### src/icg_consts.svh
/*
 * Offsets, field positions, reset values and timing figures for the input
 * gain and AGC control bank.
 * Assumes it is included by bare name from the design file.
 */
`ifndef ICG_CONSTS_SVH
`define ICG_CONSTS_SVH

// Register offsets on the host register port.
`define ICG_OFS_HANDSET 8'h1e
`define ICG_OFS_CP_BUZ 8'h1f

// Handset register field positions.
`define ICG_HND_MUTE_BIT 15
`define ICG_HND_GAIN_MSB 14
`define ICG_HND_GAIN_LSB 8
`define ICG_HND_TGT_MSB 7
`define ICG_HND_TGT_LSB 5
`define ICG_HND_TC_MSB 4
`define ICG_HND_TC_LSB 1
`define ICG_HND_AGC_BIT 0

// Cell-phone and buzzer register field positions.
`define ICG_CP_PD_BIT 15
`define ICG_CP_GAIN_MSB 14
`define ICG_CP_GAIN_LSB 8
`define ICG_CP_FLAG_BIT 7
`define ICG_BZ_PD_BIT 6
`define ICG_BZ_GAIN_MSB 5
`define ICG_BZ_GAIN_LSB 2
`define ICG_BZ_FLAG_BIT 1

// Reset values.
`define ICG_RST_HND_MUTE 1'h1
`define ICG_RST_HND_GAIN 7'h7f
`define ICG_RST_HND_TGT 3'h0
`define ICG_RST_HND_TC 4'h0
`define ICG_RST_HND_AGC 1'h0
`define ICG_RST_CP_PD 1'h1
`define ICG_RST_CP_GAIN 7'h45
`define ICG_RST_BZ_PD 1'h1
`define ICG_RST_BZ_GAIN 4'hf

// Cell-phone gain codes: lowest code and the code where gain caps at 12 dB.
`define ICG_CP_GAIN_MIN 7'h00
`define ICG_CP_GAIN_CAP 7'h5d

// AGC time constants in milliseconds.
`define ICG_ATTACK_MS_0 8
`define ICG_ATTACK_MS_1 11
`define ICG_ATTACK_MS_2 16
`define ICG_ATTACK_MS_3 20
`define ICG_DECAY_MS_0 100
`define ICG_DECAY_MS_1 200
`define ICG_DECAY_MS_2 400
`define ICG_DECAY_MS_3 500

// System clock rate and the derived cycles per millisecond.
`define ICG_CLK_HZ 100000000
`define ICG_CYC_PER_MS (`ICG_CLK_HZ / 1000)

`endif

### src/icg_pkg.sv
/*
 * Types shared by the input gain and AGC control bank.
 * Assumes icg_consts.svh is reachable on the include path.
 */
`default_nettype none

package icg_pkg;
   timeunit 1ns;
   timeprecision 1ps;

   // Handset configuration as the analog and AGC logic sees it.
   typedef struct packed {
      logic mute;        // Handset input mute.
      logic [6:0] gain;  // Handset gain code, 0.5 dB steps.
      logic [2:0] target; // AGC target level code.
      logic [3:0] tconst; // AGC time-constant code.
      logic agc_en;      // AGC enable.
   } icg_handset_t;

   // Cell-phone and buzzer programmed settings.
   typedef struct packed {
      logic cp_pd;       // Cell-phone amplifier power-down.
      logic [6:0] cp_gain; // Programmed cell-phone gain code.
      logic bz_pd;       // Buzzer amplifier power-down.
      logic [3:0] bz_gain; // Programmed buzzer gain code.
   } icg_cpbuz_t;

endpackage : icg_pkg

`default_nettype wire

### src/icg_gain_ctrl.sv
/*
 * Input gain and AGC control bank: handset, cell-phone and buzzer gain
 * registers with soft-stepping of applied gain and status flags.
 * Assumes a host port decoder on clk_sys drives single-cycle read and write
 * strobes, fsref_tick is a one-cycle pulse per reference sample period, and
 * AGC gain inputs come from logic on the same clock.
 */
// Summary of operation
// - Handset mute bit 15, resets to one
// - Handset gain seven bits, 0.5 dB, reset max
// - AGC handset gain read back as signed
// - Three-bit AGC target level field
// - AGC time constants independent of sample rate
// - Handset AGC enable bit 0, resets zero
// - Cell-phone power-down bit 15, resets one
// - Cell-phone gain seven bits, capped 12 dB
// - Cell-phone gain read-only under AGC
// - Cell-phone bit 7 flags step completion
// - Bit 7 is saturation flag under AGC
// - Buzzer power-down bit 6, resets one
// - Buzzer gain four bits, 3 dB steps
// - Buzzer bit 1 flags step completion
// - Reserved bit 0 reads zero, write zero
// - Cell-phone steps one code per sample
// - Buzzer steps one code per sample
// - Soft-step disable bit applies gain immediately
`include "icg_consts.svh"
`default_nettype none

module icg_gain_ctrl #(
   parameter int unsigned CYC_PER_MS = `ICG_CYC_PER_MS // Clock cycles per millisecond.
) (
   input wire logic clk_sys, // System clock, 100 MHz.
   input wire logic rst_n, // Asynchronous reset, active low.
   input wire logic reg_wr_en, // Register write strobe.
   input wire logic reg_rd_en, // Register read strobe.
   input wire logic [7:0] reg_addr, // Register offset.
   input wire logic [15:0] reg_wdata, // Write data.
   output logic [15:0] reg_rdata, // Read data, valid the cycle after the strobe.
   input wire logic fsref_tick, // One pulse per reference sample period.
   input wire logic cp_softstep_disable, // Cell-phone soft-step disable.
   input wire logic buzzer_softstep_disable, // Buzzer soft-step disable.
   input wire logic handset_input_selected, // Handset is the chosen ADC input.
   input wire logic cp_agc_enable, // AGC drives the cell-phone input.
   input wire logic [7:0] agc_handset_gain, // AGC handset gain, signed half-dB.
   input wire logic [6:0] agc_cp_gain, // AGC cell-phone gain code.
   output icg_pkg::icg_handset_t handset_cfg, // Handset settings.
   output logic [25:0] handset_attack_cycles, // AGC attack time in clock cycles.
   output logic [25:0] handset_decay_cycles, // AGC decay time in clock cycles.
   output logic cellphone_amp_powerdown, // Cell-phone amplifier power-down.
   output logic [6:0] cellphone_applied_gain, // Gain code applied to cell-phone PGA.
   output logic buzzer_amp_powerdown, // Buzzer amplifier power-down.
   output logic [3:0] buzzer_applied_gain // Gain code applied to buzzer PGA.
);

   // One time scale for the design and the bench, so mixed compiles agree.
   timeunit 1ns;
   timeprecision 1ps;

   // Address match, shared by the write and read paths.
   function automatic logic addr_hit(input logic [7:0] a, input logic [7:0] ofs);
      addr_hit = (a == ofs);
   endfunction : addr_hit

   icg_pkg::icg_handset_t hnd_reg; // Stored handset fields.
   icg_pkg::icg_handset_t hnd_next; // Next handset fields.
   icg_pkg::icg_cpbuz_t cpb_reg; // Stored cell-phone and buzzer fields.
   icg_pkg::icg_cpbuz_t cpb_next; // Next cell-phone and buzzer fields.
   logic [6:0] cp_applied_reg; // Applied cell-phone gain.
   logic [6:0] cp_applied_next; // Next applied cell-phone gain.
   logic [3:0] bz_applied_reg; // Applied buzzer gain.
   logic [3:0] bz_applied_next; // Next applied buzzer gain.
   logic [15:0] rdata_reg; // Registered read data.
   logic [15:0] rdata_next; // Next read data.
   logic [25:0] attack_reg; // Registered attack cycles.
   logic [25:0] attack_next; // Next attack cycles.
   logic [25:0] decay_reg; // Registered decay cycles.
   logic [25:0] decay_next; // Next decay cycles.
   logic [6:0] cp_target; // Programmed cell-phone code after the cap.
   logic hnd_agc_owns; // AGC drives the handset gain.
   logic cp_flag; // Cell-phone status bit.
   logic bz_flag; // Buzzer status bit.
   logic wr_hnd; // Write to the handset register.
   logic wr_cpb; // Write to the cell-phone and buzzer register.

   assign wr_hnd = reg_wr_en && addr_hit(reg_addr, `ICG_OFS_HANDSET);
   assign wr_cpb = reg_wr_en && addr_hit(reg_addr, `ICG_OFS_CP_BUZ);
   assign hnd_agc_owns = hnd_reg.agc_en && handset_input_selected;

   // codes above the cap
   // Codes past the cap all give 12 dB, so stepping aims at the cap itself.
   assign cp_target = (cpb_reg.cp_gain > `ICG_CP_GAIN_CAP) ? `ICG_CP_GAIN_CAP : cpb_reg.cp_gain;

   // Status bits: completion normally; the cell-phone bit shows saturation while AGC drives its input.
   always_comb begin
      if (cp_agc_enable) begin
         cp_flag = (agc_cp_gain == `ICG_CP_GAIN_MIN) || (agc_cp_gain >= `ICG_CP_GAIN_CAP);
      end else begin
         cp_flag = (cp_applied_reg == cp_target);
      end
      bz_flag = (bz_applied_reg == cpb_reg.bz_gain);
   end

   // Next values of the handset fields.
   always_comb begin
      hnd_next = hnd_reg;
      if (wr_hnd) begin
         // AGC-owned fields
         // While AGC drives the handset, its mute and gain are left alone.
         if (!hnd_agc_owns) begin
            hnd_next.mute = reg_wdata[`ICG_HND_MUTE_BIT];
            hnd_next.gain = reg_wdata[`ICG_HND_GAIN_MSB:`ICG_HND_GAIN_LSB];
         end
         hnd_next.target = reg_wdata[`ICG_HND_TGT_MSB:`ICG_HND_TGT_LSB];
         hnd_next.tconst = reg_wdata[`ICG_HND_TC_MSB:`ICG_HND_TC_LSB];
         hnd_next.agc_en = reg_wdata[`ICG_HND_AGC_BIT];
      end
   end

   // Next values of the cell-phone and buzzer fields.
   always_comb begin
      cpb_next = cpb_reg;
      if (wr_cpb) begin
         cpb_next.cp_pd = reg_wdata[`ICG_CP_PD_BIT];
         if (!cp_agc_enable) begin
            cpb_next.cp_gain = reg_wdata[`ICG_CP_GAIN_MSB:`ICG_CP_GAIN_LSB];
         end
         cpb_next.bz_pd = reg_wdata[`ICG_BZ_PD_BIT];
         cpb_next.bz_gain = reg_wdata[`ICG_BZ_GAIN_MSB:`ICG_BZ_GAIN_LSB];
      end
   end

   // Applied gains: jump, step once per sample period, or follow AGC.
   always_comb begin
      cp_applied_next = cp_applied_reg;
      bz_applied_next = bz_applied_reg;
      if (cp_agc_enable) begin
         cp_applied_next = agc_cp_gain;
      end else if (cp_softstep_disable) begin
         cp_applied_next = cp_target;
      end else if (fsref_tick && (cp_applied_reg != cp_target)) begin
         if (cp_applied_reg < cp_target) begin
            cp_applied_next = cp_applied_reg + 7'h01;
         end else begin
            cp_applied_next = cp_applied_reg - 7'h01;
         end
      end
      if (buzzer_softstep_disable) begin
         bz_applied_next = cpb_reg.bz_gain;
      end else if (fsref_tick && (bz_applied_reg != cpb_reg.bz_gain)) begin
         if (bz_applied_reg < cpb_reg.bz_gain) begin
            bz_applied_next = bz_applied_reg + 4'h1;
         end else begin
            bz_applied_next = bz_applied_reg - 4'h1;
         end
      end
   end

   // clock-based time constants
   // Times count system clocks, so the sample rate has no effect on them.
   always_comb begin
      case (hnd_reg.tconst[1:0])
         2'h0: attack_next = 26'(`ICG_ATTACK_MS_0 * CYC_PER_MS);
         2'h1: attack_next = 26'(`ICG_ATTACK_MS_1 * CYC_PER_MS);
         2'h2: attack_next = 26'(`ICG_ATTACK_MS_2 * CYC_PER_MS);
         default: attack_next = 26'(`ICG_ATTACK_MS_3 * CYC_PER_MS);
      endcase
      case (hnd_reg.tconst[3:2])
         2'h0: decay_next = 26'(`ICG_DECAY_MS_0 * CYC_PER_MS);
         2'h1: decay_next = 26'(`ICG_DECAY_MS_1 * CYC_PER_MS);
         2'h2: decay_next = 26'(`ICG_DECAY_MS_2 * CYC_PER_MS);
         default: decay_next = 26'(`ICG_DECAY_MS_3 * CYC_PER_MS);
      endcase
   end

   // Read data, registered; unmapped offsets read zero.
   always_comb begin
      rdata_next = rdata_reg;
      if (reg_rd_en) begin
         rdata_next = 16'h0000;
         if (addr_hit(reg_addr, `ICG_OFS_HANDSET)) begin
            if (hnd_agc_owns) begin
               rdata_next[15:8] = agc_handset_gain;
            end else begin
               rdata_next[`ICG_HND_MUTE_BIT] = hnd_reg.mute;
               rdata_next[`ICG_HND_GAIN_MSB:`ICG_HND_GAIN_LSB] = hnd_reg.gain;
            end
            rdata_next[`ICG_HND_TGT_MSB:`ICG_HND_TGT_LSB] = hnd_reg.target;
            rdata_next[`ICG_HND_TC_MSB:`ICG_HND_TC_LSB] = hnd_reg.tconst;
            rdata_next[`ICG_HND_AGC_BIT] = hnd_reg.agc_en;
         end else if (addr_hit(reg_addr, `ICG_OFS_CP_BUZ)) begin
            rdata_next[`ICG_CP_PD_BIT] = cpb_reg.cp_pd;
            rdata_next[`ICG_CP_GAIN_MSB:`ICG_CP_GAIN_LSB] = cp_agc_enable ? agc_cp_gain : cpb_reg.cp_gain;
            rdata_next[`ICG_CP_FLAG_BIT] = cp_flag;
            rdata_next[`ICG_BZ_PD_BIT] = cpb_reg.bz_pd;
            rdata_next[`ICG_BZ_GAIN_MSB:`ICG_BZ_GAIN_LSB] = cpb_reg.bz_gain;
            rdata_next[`ICG_BZ_FLAG_BIT] = bz_flag;
            rdata_next[0] = 1'h0;
         end
      end
   end

   // State registers.
   always_ff @(posedge clk_sys or negedge rst_n) begin
      if (!rst_n) begin
         hnd_reg.mute <= `ICG_RST_HND_MUTE;
         hnd_reg.gain <= `ICG_RST_HND_GAIN;
         hnd_reg.target <= `ICG_RST_HND_TGT;
         hnd_reg.tconst <= `ICG_RST_HND_TC;
         hnd_reg.agc_en <= `ICG_RST_HND_AGC;
         cpb_reg.cp_pd <= `ICG_RST_CP_PD;
         cpb_reg.cp_gain <= `ICG_RST_CP_GAIN;
         cpb_reg.bz_pd <= `ICG_RST_BZ_PD;
         cpb_reg.bz_gain <= `ICG_RST_BZ_GAIN;
         cp_applied_reg <= `ICG_RST_CP_GAIN;
         bz_applied_reg <= `ICG_RST_BZ_GAIN;
         rdata_reg <= 16'h0000;
         attack_reg <= 26'(`ICG_ATTACK_MS_0 * CYC_PER_MS);
         decay_reg <= 26'(`ICG_DECAY_MS_0 * CYC_PER_MS);
      end else begin
         hnd_reg <= hnd_next;
         cpb_reg <= cpb_next;
         cp_applied_reg <= cp_applied_next;
         bz_applied_reg <= bz_applied_next;
         rdata_reg <= rdata_next;
         attack_reg <= attack_next;
         decay_reg <= decay_next;
      end
   end

   // Outputs straight from flip-flops.
   assign reg_rdata = rdata_reg;
   assign handset_cfg = hnd_reg;
   assign handset_attack_cycles = attack_reg;
   assign handset_decay_cycles = decay_reg;
   assign cellphone_amp_powerdown = cpb_reg.cp_pd;
   assign cellphone_applied_gain = cp_applied_reg;
   assign buzzer_amp_powerdown = cpb_reg.bz_pd;
   assign buzzer_applied_gain = bz_applied_reg;
endmodule : icg_gain_ctrl

`default_nettype wire

### config.mk
export PLATFORM = sky130hd
export DESIGN_NAME = icg_gain_ctrl
export DESIGN_NICKNAME = d
export VERILOG_FILES = /design/src/icg_pkg.sv /design/src/icg_gain_ctrl.sv
export VERILOG_INCLUDE_DIRS = /design/src /design/src/src
export SDC_FILE = /design/constraint.sdc
export NUM_CORES = 1
export LEC_CHECK = 0
export BUFFER_PORTS_ARGS = -buffer_cell sky130_fd_sc_hd__buf_2
export CAP_MARGIN = 15
export CORE_MARGIN = 2
export CORE_UTILIZATION = 51
export CTS_CLUSTER_SIZE = 20
export DETAILED_ROUTE_END_ITERATION = 6
export PLACE_DENSITY = 0.88
export SETUP_SLACK_MARGIN = 0.2
export SYNTH_ARGS = -nofsm -noshare
export SYNTH_HDL_FRONTEND = slang
export SYNTH_SLANG_ARGS = --single-unit
### constraint.sdc
create_clock -name clk_sys -period 3.6 [get_ports clk_sys]
set_input_delay 0.18 -clock clk_sys [delete_from_list [all_inputs] [get_ports clk_sys]]
set_output_delay 0.18 -clock clk_sys [all_outputs]
set_load 0.005 [all_outputs]
==> metrics.md, run 1 <==
| Metric | Value |
|---|---|
| Status | completed |
| Final setup violation count | 0 |
| Final worst-path cycle share | 89.5% |
| Count of different cell masters after synthesis | 53 |
| Largest net degree at the start of global routing | 50 |
| CTS root buf | clkbuf_8 |
| Final Hold Vio Count | 0 |
| Antenna violations before repair | 0 |
| Worst slew margin | between 60% and 70% |
| Slew Viols, Final | 0 |
| GRT Overall Usage | between 20% and 30% |
| Initial Utilization | a little over half |
| Setup Total Neg Slack | 0 ns |
| Worst slew pin tran | 0.556 ns |
| Vias in the first global route | 3186 |
| Fmax | between 300 and 400 MHz |
| PwrDens | 497 nW/um^2 |
| TritonCTS clock tree | built |
| Row count | 33 |
| DP HPWL | around 7.6 mm |
| TritonCTS buffer count | 9 |
| Die Wd | slightly below 100 um |
| Syn Inst Count | ~400 |
| Post-Syn Area per Cell | ~11 um^2 |
| Pleak | 2.60 nW |
| Clk sinks | 76 |
| Routability cong. | about 0.93 |
| Worst setup SP type | register |
| Residual DRC | 0 |
| #FFs+latches synth | 76 |
| Critical path required time | slightly below 4 ns |
| Via count | ~3400 |
| Pre-CTS WS | about 0.17 ns |
| Global-route wire length before repair | 15.5 mm |
| Post-synth top flop | dfrtp_1 |
| Clock Tree Buf Depth | 2 |
| Iter 0 DRT Violations | 193 |
| Via/cell ratio | about 5.4 |
| Min-delay worst type | primary input to register |
| Crit end category | register |
| CTS H-tree depth | 3 |
| Share of cells above drive strength 1 | 43.1% |
| Crit-path max FO | 5 |
| Core area | just over 8000 um^2 |
| Die area | a little over 9000 um^2 |
| Post-synth EDFFs | 0 |
| Clock Latency Late Sink | about 0.34 ns |
| Antenna viol nets, final | 0 |
| CP peak stage delay | around 0.56 ns |
| Worst Setup Slack, final | 0.378 ns |
| Worst path arrival time | between 3 and 4 ns |
| CP max stage cell | dfstp_2 |
| Clock slew at reported path FFs | around 0.090 ns |
| Max-cap violations | 0 |
| Die height | between 90 and 100 um |
| Mapped Area | about 4400 um^2 |
| Total Routed Length | about 10 mm |
| Io pins | approximately 150 |
| Critical path cell sequence | a41o_1 > nand2_2 > nand2_1 > ha_4 > nand3b_1 > a21oi_1 > or3_4 > fa_2 > a211oi_2 > o21bai_1 > a21oi_1 > xnor2_1 > mux2i_1 > nand3_1 |
| ANT cells | 0 |
| Post-layout net count | 594 |
| P&R area growth vs syn | 19.4% |
| RSZ-0062 raised after global routing | false |
| DR WL/cell | around 16 um |
| Most used cell, CP | a21oi_1 |
| Grt ovf | 0 |
| Port-buffer cells | roughly 130 |
| Share of flip-flops with an asynchronous set or reset | 100% |
| Minimum clock period | between 3 and 4 ns |
| Layout Skew | around 0.011 ns |
| TritonRoute pass-1 iters | 4 |
| CP Class | register to register |
| Post-synthesis sequential area ratio | roughly 45% |
| Yosys warns | 0 |
| VDD IR max | 0.265 mV |
==> worst paths after layout <==
| check | cells after the start | slack, ns | start | to |
|---|---|---|---|---|
| worst min register to register | 1 | 0.49 | reg_rdata[10]$_DFFE_PN0P_ | reg_rdata[10]$_DFFE_PN0P_ |
| worst min-delay path | 3 | 0.04 | reg_wdata[1] | handset_cfg[1]$_DFFE_PN0P_ |
| worst max-delay path | 14 | 0.38 | cpb_reg[7]$_DFFE_PN1P_ | cellphone_applied_gain[6]$_DFFE_PN1P_ |
| max in group asynchronous | 4 | 2.36 | rst_n | handset_cfg[8]$_DFFE_PN1P_ |
| min in group asynchronous | 2 | 0.28 | rst_n | handset_attack_cycles[6]$_DFF_PN0_ |
| worst max register to register | 14 | 0.38 | cpb_reg[7]$_DFFE_PN1P_ | cellphone_applied_gain[6]$_DFFE_PN1P_ |
==> per-stage QoR <==
stage | power, mW | std cells | util (%) | area, um^2 | hold WS [ns]
final | 2.59 | 622 | 63.1 | 5210 | 0.0433
after global routing | 2.74 | 622 | 63.1 | 5210 | 0.0543
after CTS | 2.56 | 616 | 62.1 | 5130 | 0.0356
after detailed placement | 1.81 | 600 | 59.3 | 4890 | 0.401
after global placement | 1.76 | 600 | 59.3 | 4890 | 0.396
after floorplan | 1.58 | 414 | - | 4430 | -0.116
==> synth_stat cells, types with 2 or more instances <==
cell,instances,area [um^2]
o221ai_1,7,61.3
o21ai_0,19,95.1
and2_1,3,18.8
mux2_4,14,210
nand2_1,22,82.6
nand4_1,2,12.5
a31oi_1,2,12.5
nor4_1,3,18.8
buf_4,33,248
dfrtp_1,43,1080
nor2b_1,4,25.0
mux2i_1,19,190
a21o_1,3,22.5
ha_1,32,400
clkbuf_1,8,30.0
nor3_1,3,15.0
nor2_1,22,82.6
a21oi_1,24,120
xnor2_1,4,35.0
buf_1,2,7.51
inv_1,23,86.3
nand3_1,8,40.0
o21a_1,8,60.1
nand2_2,2,12.5
a211oi_1,3,22.5
xor2_1,3,26.3
mux2_2,11,124
a22oi_1,7,52.6
or2_2,3,18.8
a221oi_1,2,17.5
fa_1,2,40.0
dfstp_2,33,867
nand2b_1,2,12.5
==> routing by layer <==
layer	vias up	track usage, %	wire, um
li1	1582	-	-
met1	1634	29.4	4310
met2	130	35.1	5050
met3	21	2.72	551
met4	0	9.86	237
met5	-	0	0
==> where the power goes <==
| part | internal [mW] | leakage [nW] | total (mW) | switching, mW |
|---|---|---|---|---|
| logic | 0.383 | 1.62 | 0.806 | 0.423 |
| registers | 0.962 | 0.866 | 1.04 | 0.0807 |
| clock network | 0.401 | 0.117 | 0.740 | 0.338 |
==> cells in the final DEF (no fill, tap or decap), types with 4 or more instances in the layout <==
| cell type | synthesis | routed |
|---|---|---|
| ha_1 | 32 | 31 |
| dfrtp_1 | 43 | 42 |
| dfstp_2 | 33 | 33 |
| mux2_2 | 11 | 11 |
| nor2_1 | 22 | 22 |
| conb_1 | 1 | 19 |
| o21a_1 | 8 | 8 |
| mux2_4 | 14 | 14 |
| nand2_1 | 22 | 21 |
| a21oi_1 | 24 | 24 |
| buf_2 | 1 | 125 |
| o21ai_0 | 19 | 18 |
| clkbuf_8 | 0 | 9 |
| buf_4 | 33 | 5 |
| o221ai_1 | 7 | 7 |
| inv_1 | 23 | 23 |
| mux2i_1 | 19 | 19 |
| nor2b_1 | 4 | 4 |
| nand3_1 | 8 | 8 |
| xnor2_1 | 4 | 4 |
| a22oi_1 | 7 | 7 |
==> cells by family after synthesis <==
group	count (synthesis)	share of synthesized area, %
AOI/OAI and AO/OA	83	12.3
and+or+nand+nor	83	10.7
DFF	76	44.5
buffers and inverters	68	8.89
muxes	44	12.0
adders and majority gates	34	10.1
xor gates and xnor gates	7	1.40
other	1	0.0859
==> final cells by class <==
| type | instances | area [um^2] |
|---|---|---|
| Fill cell | 659 | 3050 |
| Multi-Input combinational cell | 270 | 2130 |
| Sequential cell | 76 | 1940 |
| Timing Repair Buffer | 132 | 693 |
| Tap cell | 105 | 131 |
| Clock buffer | 9 | 124 |
| Clock inverter | 7 | 103 |
| Inverter | 23 | 86.3 |
==> worst max-delay path, delay by kind of cell, from the launching register on <==
family / cells / cell delay [ns]
AO/OA/AOI/OAI: 5 / 0.81
AND/OR/NAND/NOR: 5 / 0.78
adder cells (fa/ha/maj): 2 / 0.64
flip-flops: 1 / 0.56
multiplexers: 1 / 0.21
XOR/XNOR: 1 / 0.15
==> what timing repair did <==
action                                 CTS  global route
buffers inserted                         0             4
setup endpoints to repair                1             4
gates resized for setup                  1             6
endpoints found under the hold margin    0             7
hold buffers                             0             1
gates cloned                             0             0
pin swaps                                0             6
No activity file was read; power rests on OpenSTA's default activity.
==> inputs of run 2 (changes only) <==
--- a/config.mk
+++ b/config.mk
@@ -9,10 +9,10 @@
 export BUFFER_PORTS_ARGS = -buffer_cell sky130_fd_sc_hd__buf_2
 export CAP_MARGIN = 15
 export CORE_MARGIN = 2
-export CORE_UTILIZATION = 51
+export CORE_UTILIZATION = 40
 export CTS_CLUSTER_SIZE = 20
 export DETAILED_ROUTE_END_ITERATION = 6
-export PLACE_DENSITY = 0.88
+export PLACE_DENSITY = 0.73
 export SETUP_SLACK_MARGIN = 0.2
 export SYNTH_ARGS = -nofsm -noshare
 export SYNTH_HDL_FRONTEND = slang
==> run 2 against run 1 <==
Effect of this change: the run now ends with hold timing left; die area rose by 26%; worst setup slack better by 0.074 ns; count of clock-buffer cells in the layout is 4 higher; global-route usage fell by 4.6 points; clock power is 12% lower; design area shrank 1.1%; combinational power decreased by 5.2%; via count fell by 4.8%; critical endpoint unchanged.
==> metrics.md, run 2 (same netlist as run 1, synthesis figures left out) <==
| Metric | Value |
|---|---|
| Critical path cell sequence | a41o_1 > nand2_1 > nand2_1 > ha_1 > nand3b_1 > a21oi_1 > or3_4 > ha_1 > a211oi_2 > o21bai_1 > a21oi_1 > xnor2_1 > mux2i_1 > nand3_1 |
| Clock Tree Buf Depth | 2 |
| Residual DRC | 0 |
| Iter 0 DRT Violations | a little under 100 |
| Core area | 10700 um^2 |
| Antenna viol nets, final | 0 |
| Clk sinks | 76 |
| Final setup violation count | 0 |
| Grt ovf | 0 |
| CP peak stage delay | approximately 0.45 ns |
| Worst path arrival time | between 3 and 4 ns |
| Max-cap violations | 0 |
| Largest net degree at the start of global routing | 47 |
| Row count | 38 |
| Share of cells above drive strength 1 | a little over two fifths |
| VDD IR max | ~0.26 mV |
| Slew Viols, Final | 0 |
| Worst setup SP type | register |
| Crit-path max FO | 7 |
| CTS root buf | clkbuf_8 |
| Worst slew margin | roughly 34% |
| Status | finished, violations left |
| Io pins | roughly 150 |
| Design Area, Final | about 5200 um^2 |
| Minimum clock period | 3.15 ns |
| WP buf/inv | 0 |
| Die height | between 100 and 150 um |
| Layout Skew | 0.00931 ns |
| CP max stage cell | dfrtp_1 |
| Crit end category | register |
| Number of setup buffers added after CTS | 0 |
| Vias in the first global route | roughly 3100 |
| Hold_buf cts | 0 |
| GRT Overall Usage | between 15 and 20% |
| Non-Filler Instances | approximately 650 |
| Pleak | ~2.5 nW |
| Min-delay worst type | primary input to asynchronous set/reset pin |
| RSZ-0062 raised after global routing | false |
| Failing checks | hold timing |
| TritonRoute pass-1 iters | 4 |
| Clock Latency Late Sink | between 0.3 and 0.4 ns |
| Initial Utilization | between 40% and 50% |
| CP top delay family | compound AO/OA/AOI/OAI gates |
| Area after DPL | between 4000 and 5000 um^2 |
| DP HPWL | 7.70 mm |
| PwrDens | approximately 480 nW/um^2 |
| CTS H-tree depth | 3 |
| Worst slew pin tran | between 0.9 and 1 ns |
| Routability cong. | around 0.89 |
| TritonCTS buffer count | 9 |
| ANT cells | 0 |
| Placed Cells | between 600 and 700 |
| P&R area growth vs syn | 18.1% |
| Most frequent cells in the layout | buf_2 (125), dfrtp_1 (43), dfstp_2 (33), ha_1 (32), a21oi_1 (24) |
| Hold slack | -0.0123 ns |
| DR WL/cell | 15.2 um |
| Cell count along the critical path | 14 |
| Total Routed Length | 9.94 mm |
| Global-route wire length before repair | 15.6 mm |
| Critical path required time | 3.87 ns |
| Via/cell ratio | 4.91 |
| CTS resizes | 0 |
| Final worst-path cycle share | about 87% |
| Clock slew at reported path FFs | roughly 0.08 ns |
| Commonest non-fill, non-tap cell in the layout | buf_2 |
| Port-buffer cells | around 130 |
| R2R depth | 14 |
| Via count | 3204 |
| Final Hold Vio Count | 8 |
| Post-layout net count | around 600 |
| Die area | 11800 um^2 |
| TritonCTS clock tree | built |
| Fmax | approximately 320 MHz |
| Antenna violations before repair | 0 |
| Die Wd | approximately 110 um |
| CP Class | register to register |
| Setup Total Neg Slack | 0 ns |
## run 2: cell count changes in the layout (fill, tap and decap cells not counted), sizes merged
cell | previous run | this run
buf | 131 | 127
clkbuf | 9 | 13
inv | 27 | 23
bufinv | 2 | 1
clkinvlp | 0 | 1
dlygate4sd3 | 1 | 0
## run 2: per-stage QoR
stage	setup slack, ns	utilization (%)	hold WS, ns	power [mW]
detailed placement	0.243	46.0	0.401	1.80
floorplan	0.328	-	-0.116	1.58
CTS	0.210	47.8	0.0167	2.47
global placement	0.324	46.0	0.388	1.78
finish	0.452	48.0	-0.0123	2.45
global route	0.226	48.0	0.0589	2.62
## run 2: final timing paths
path | start | slack [ns] | to
max | cpb_reg[10]$_DFFE_PN0P_ | 0.45 | cellphone_applied_gain[6]$_DFFE_PN1P_
min | rst_n | -0.01 | handset_attack_cycles[14]$_DFF_PN0_
max reg2reg | cpb_reg[10]$_DFFE_PN0P_ | 0.45 | cellphone_applied_gain[6]$_DFFE_PN1P_
min reg2reg | reg_rdata[10]$_DFFE_PN0P_ | 0.48 | reg_rdata[10]$_DFFE_PN0P_
max in group asynchronous | rst_n | 2.72 | handset_cfg[11]$_DFFE_PN1P_
min in group clk_sys | reg_wdata[1] | 0.06 | handset_cfg[1]$_DFFE_PN0P_
## run 2: final cells by class
type                       count  area [um^2]
clock buffer                  13          149
clock inverter                 3         46.3
fill                        1015         5590
inverter                      23         86.3
multi-input combinational    270         2110
sequential                    76         1940
tap                          140          175
timing repair buffer         127          641
## run 2: worst reg2reg max path, cell delays in order (launching register included)
cell and delay [ns]:
dfrtp_1 0.45, a41o_1 0.23, nand2_1 0.10, nand2_1 0.07, ha_1 0.29, nand3b_1 0.09
a21oi_1 0.06, or3_4 0.43, ha_1 0.36, a211oi_2 0.28, o21bai_1 0.10, a21oi_1 0.17
xnor2_1 0.15, mux2i_1 0.20, nand3_1 0.09
## run 2: power by group
group | total [mW] | internal, mW | switching [mW]
clock network | 0.652 | 0.342 | 0.310
registers | 1.04 | 0.962 | 0.0757
logic | 0.764 | 0.361 | 0.403
total | 2.45 | 1.66 | 0.789
## run 2: per-layer routing
layer | track usage (%) | part of all wire [%] | vias up
met5 | 0 | 0 | -
met4 | 6.23 | 1.9 | 0
met3 | 3.44 | 3.9 | 12
met2 | 27.0 | 48 | 83
met1 | 23.5 | 46 | 1545
li1 | - | - | 1564
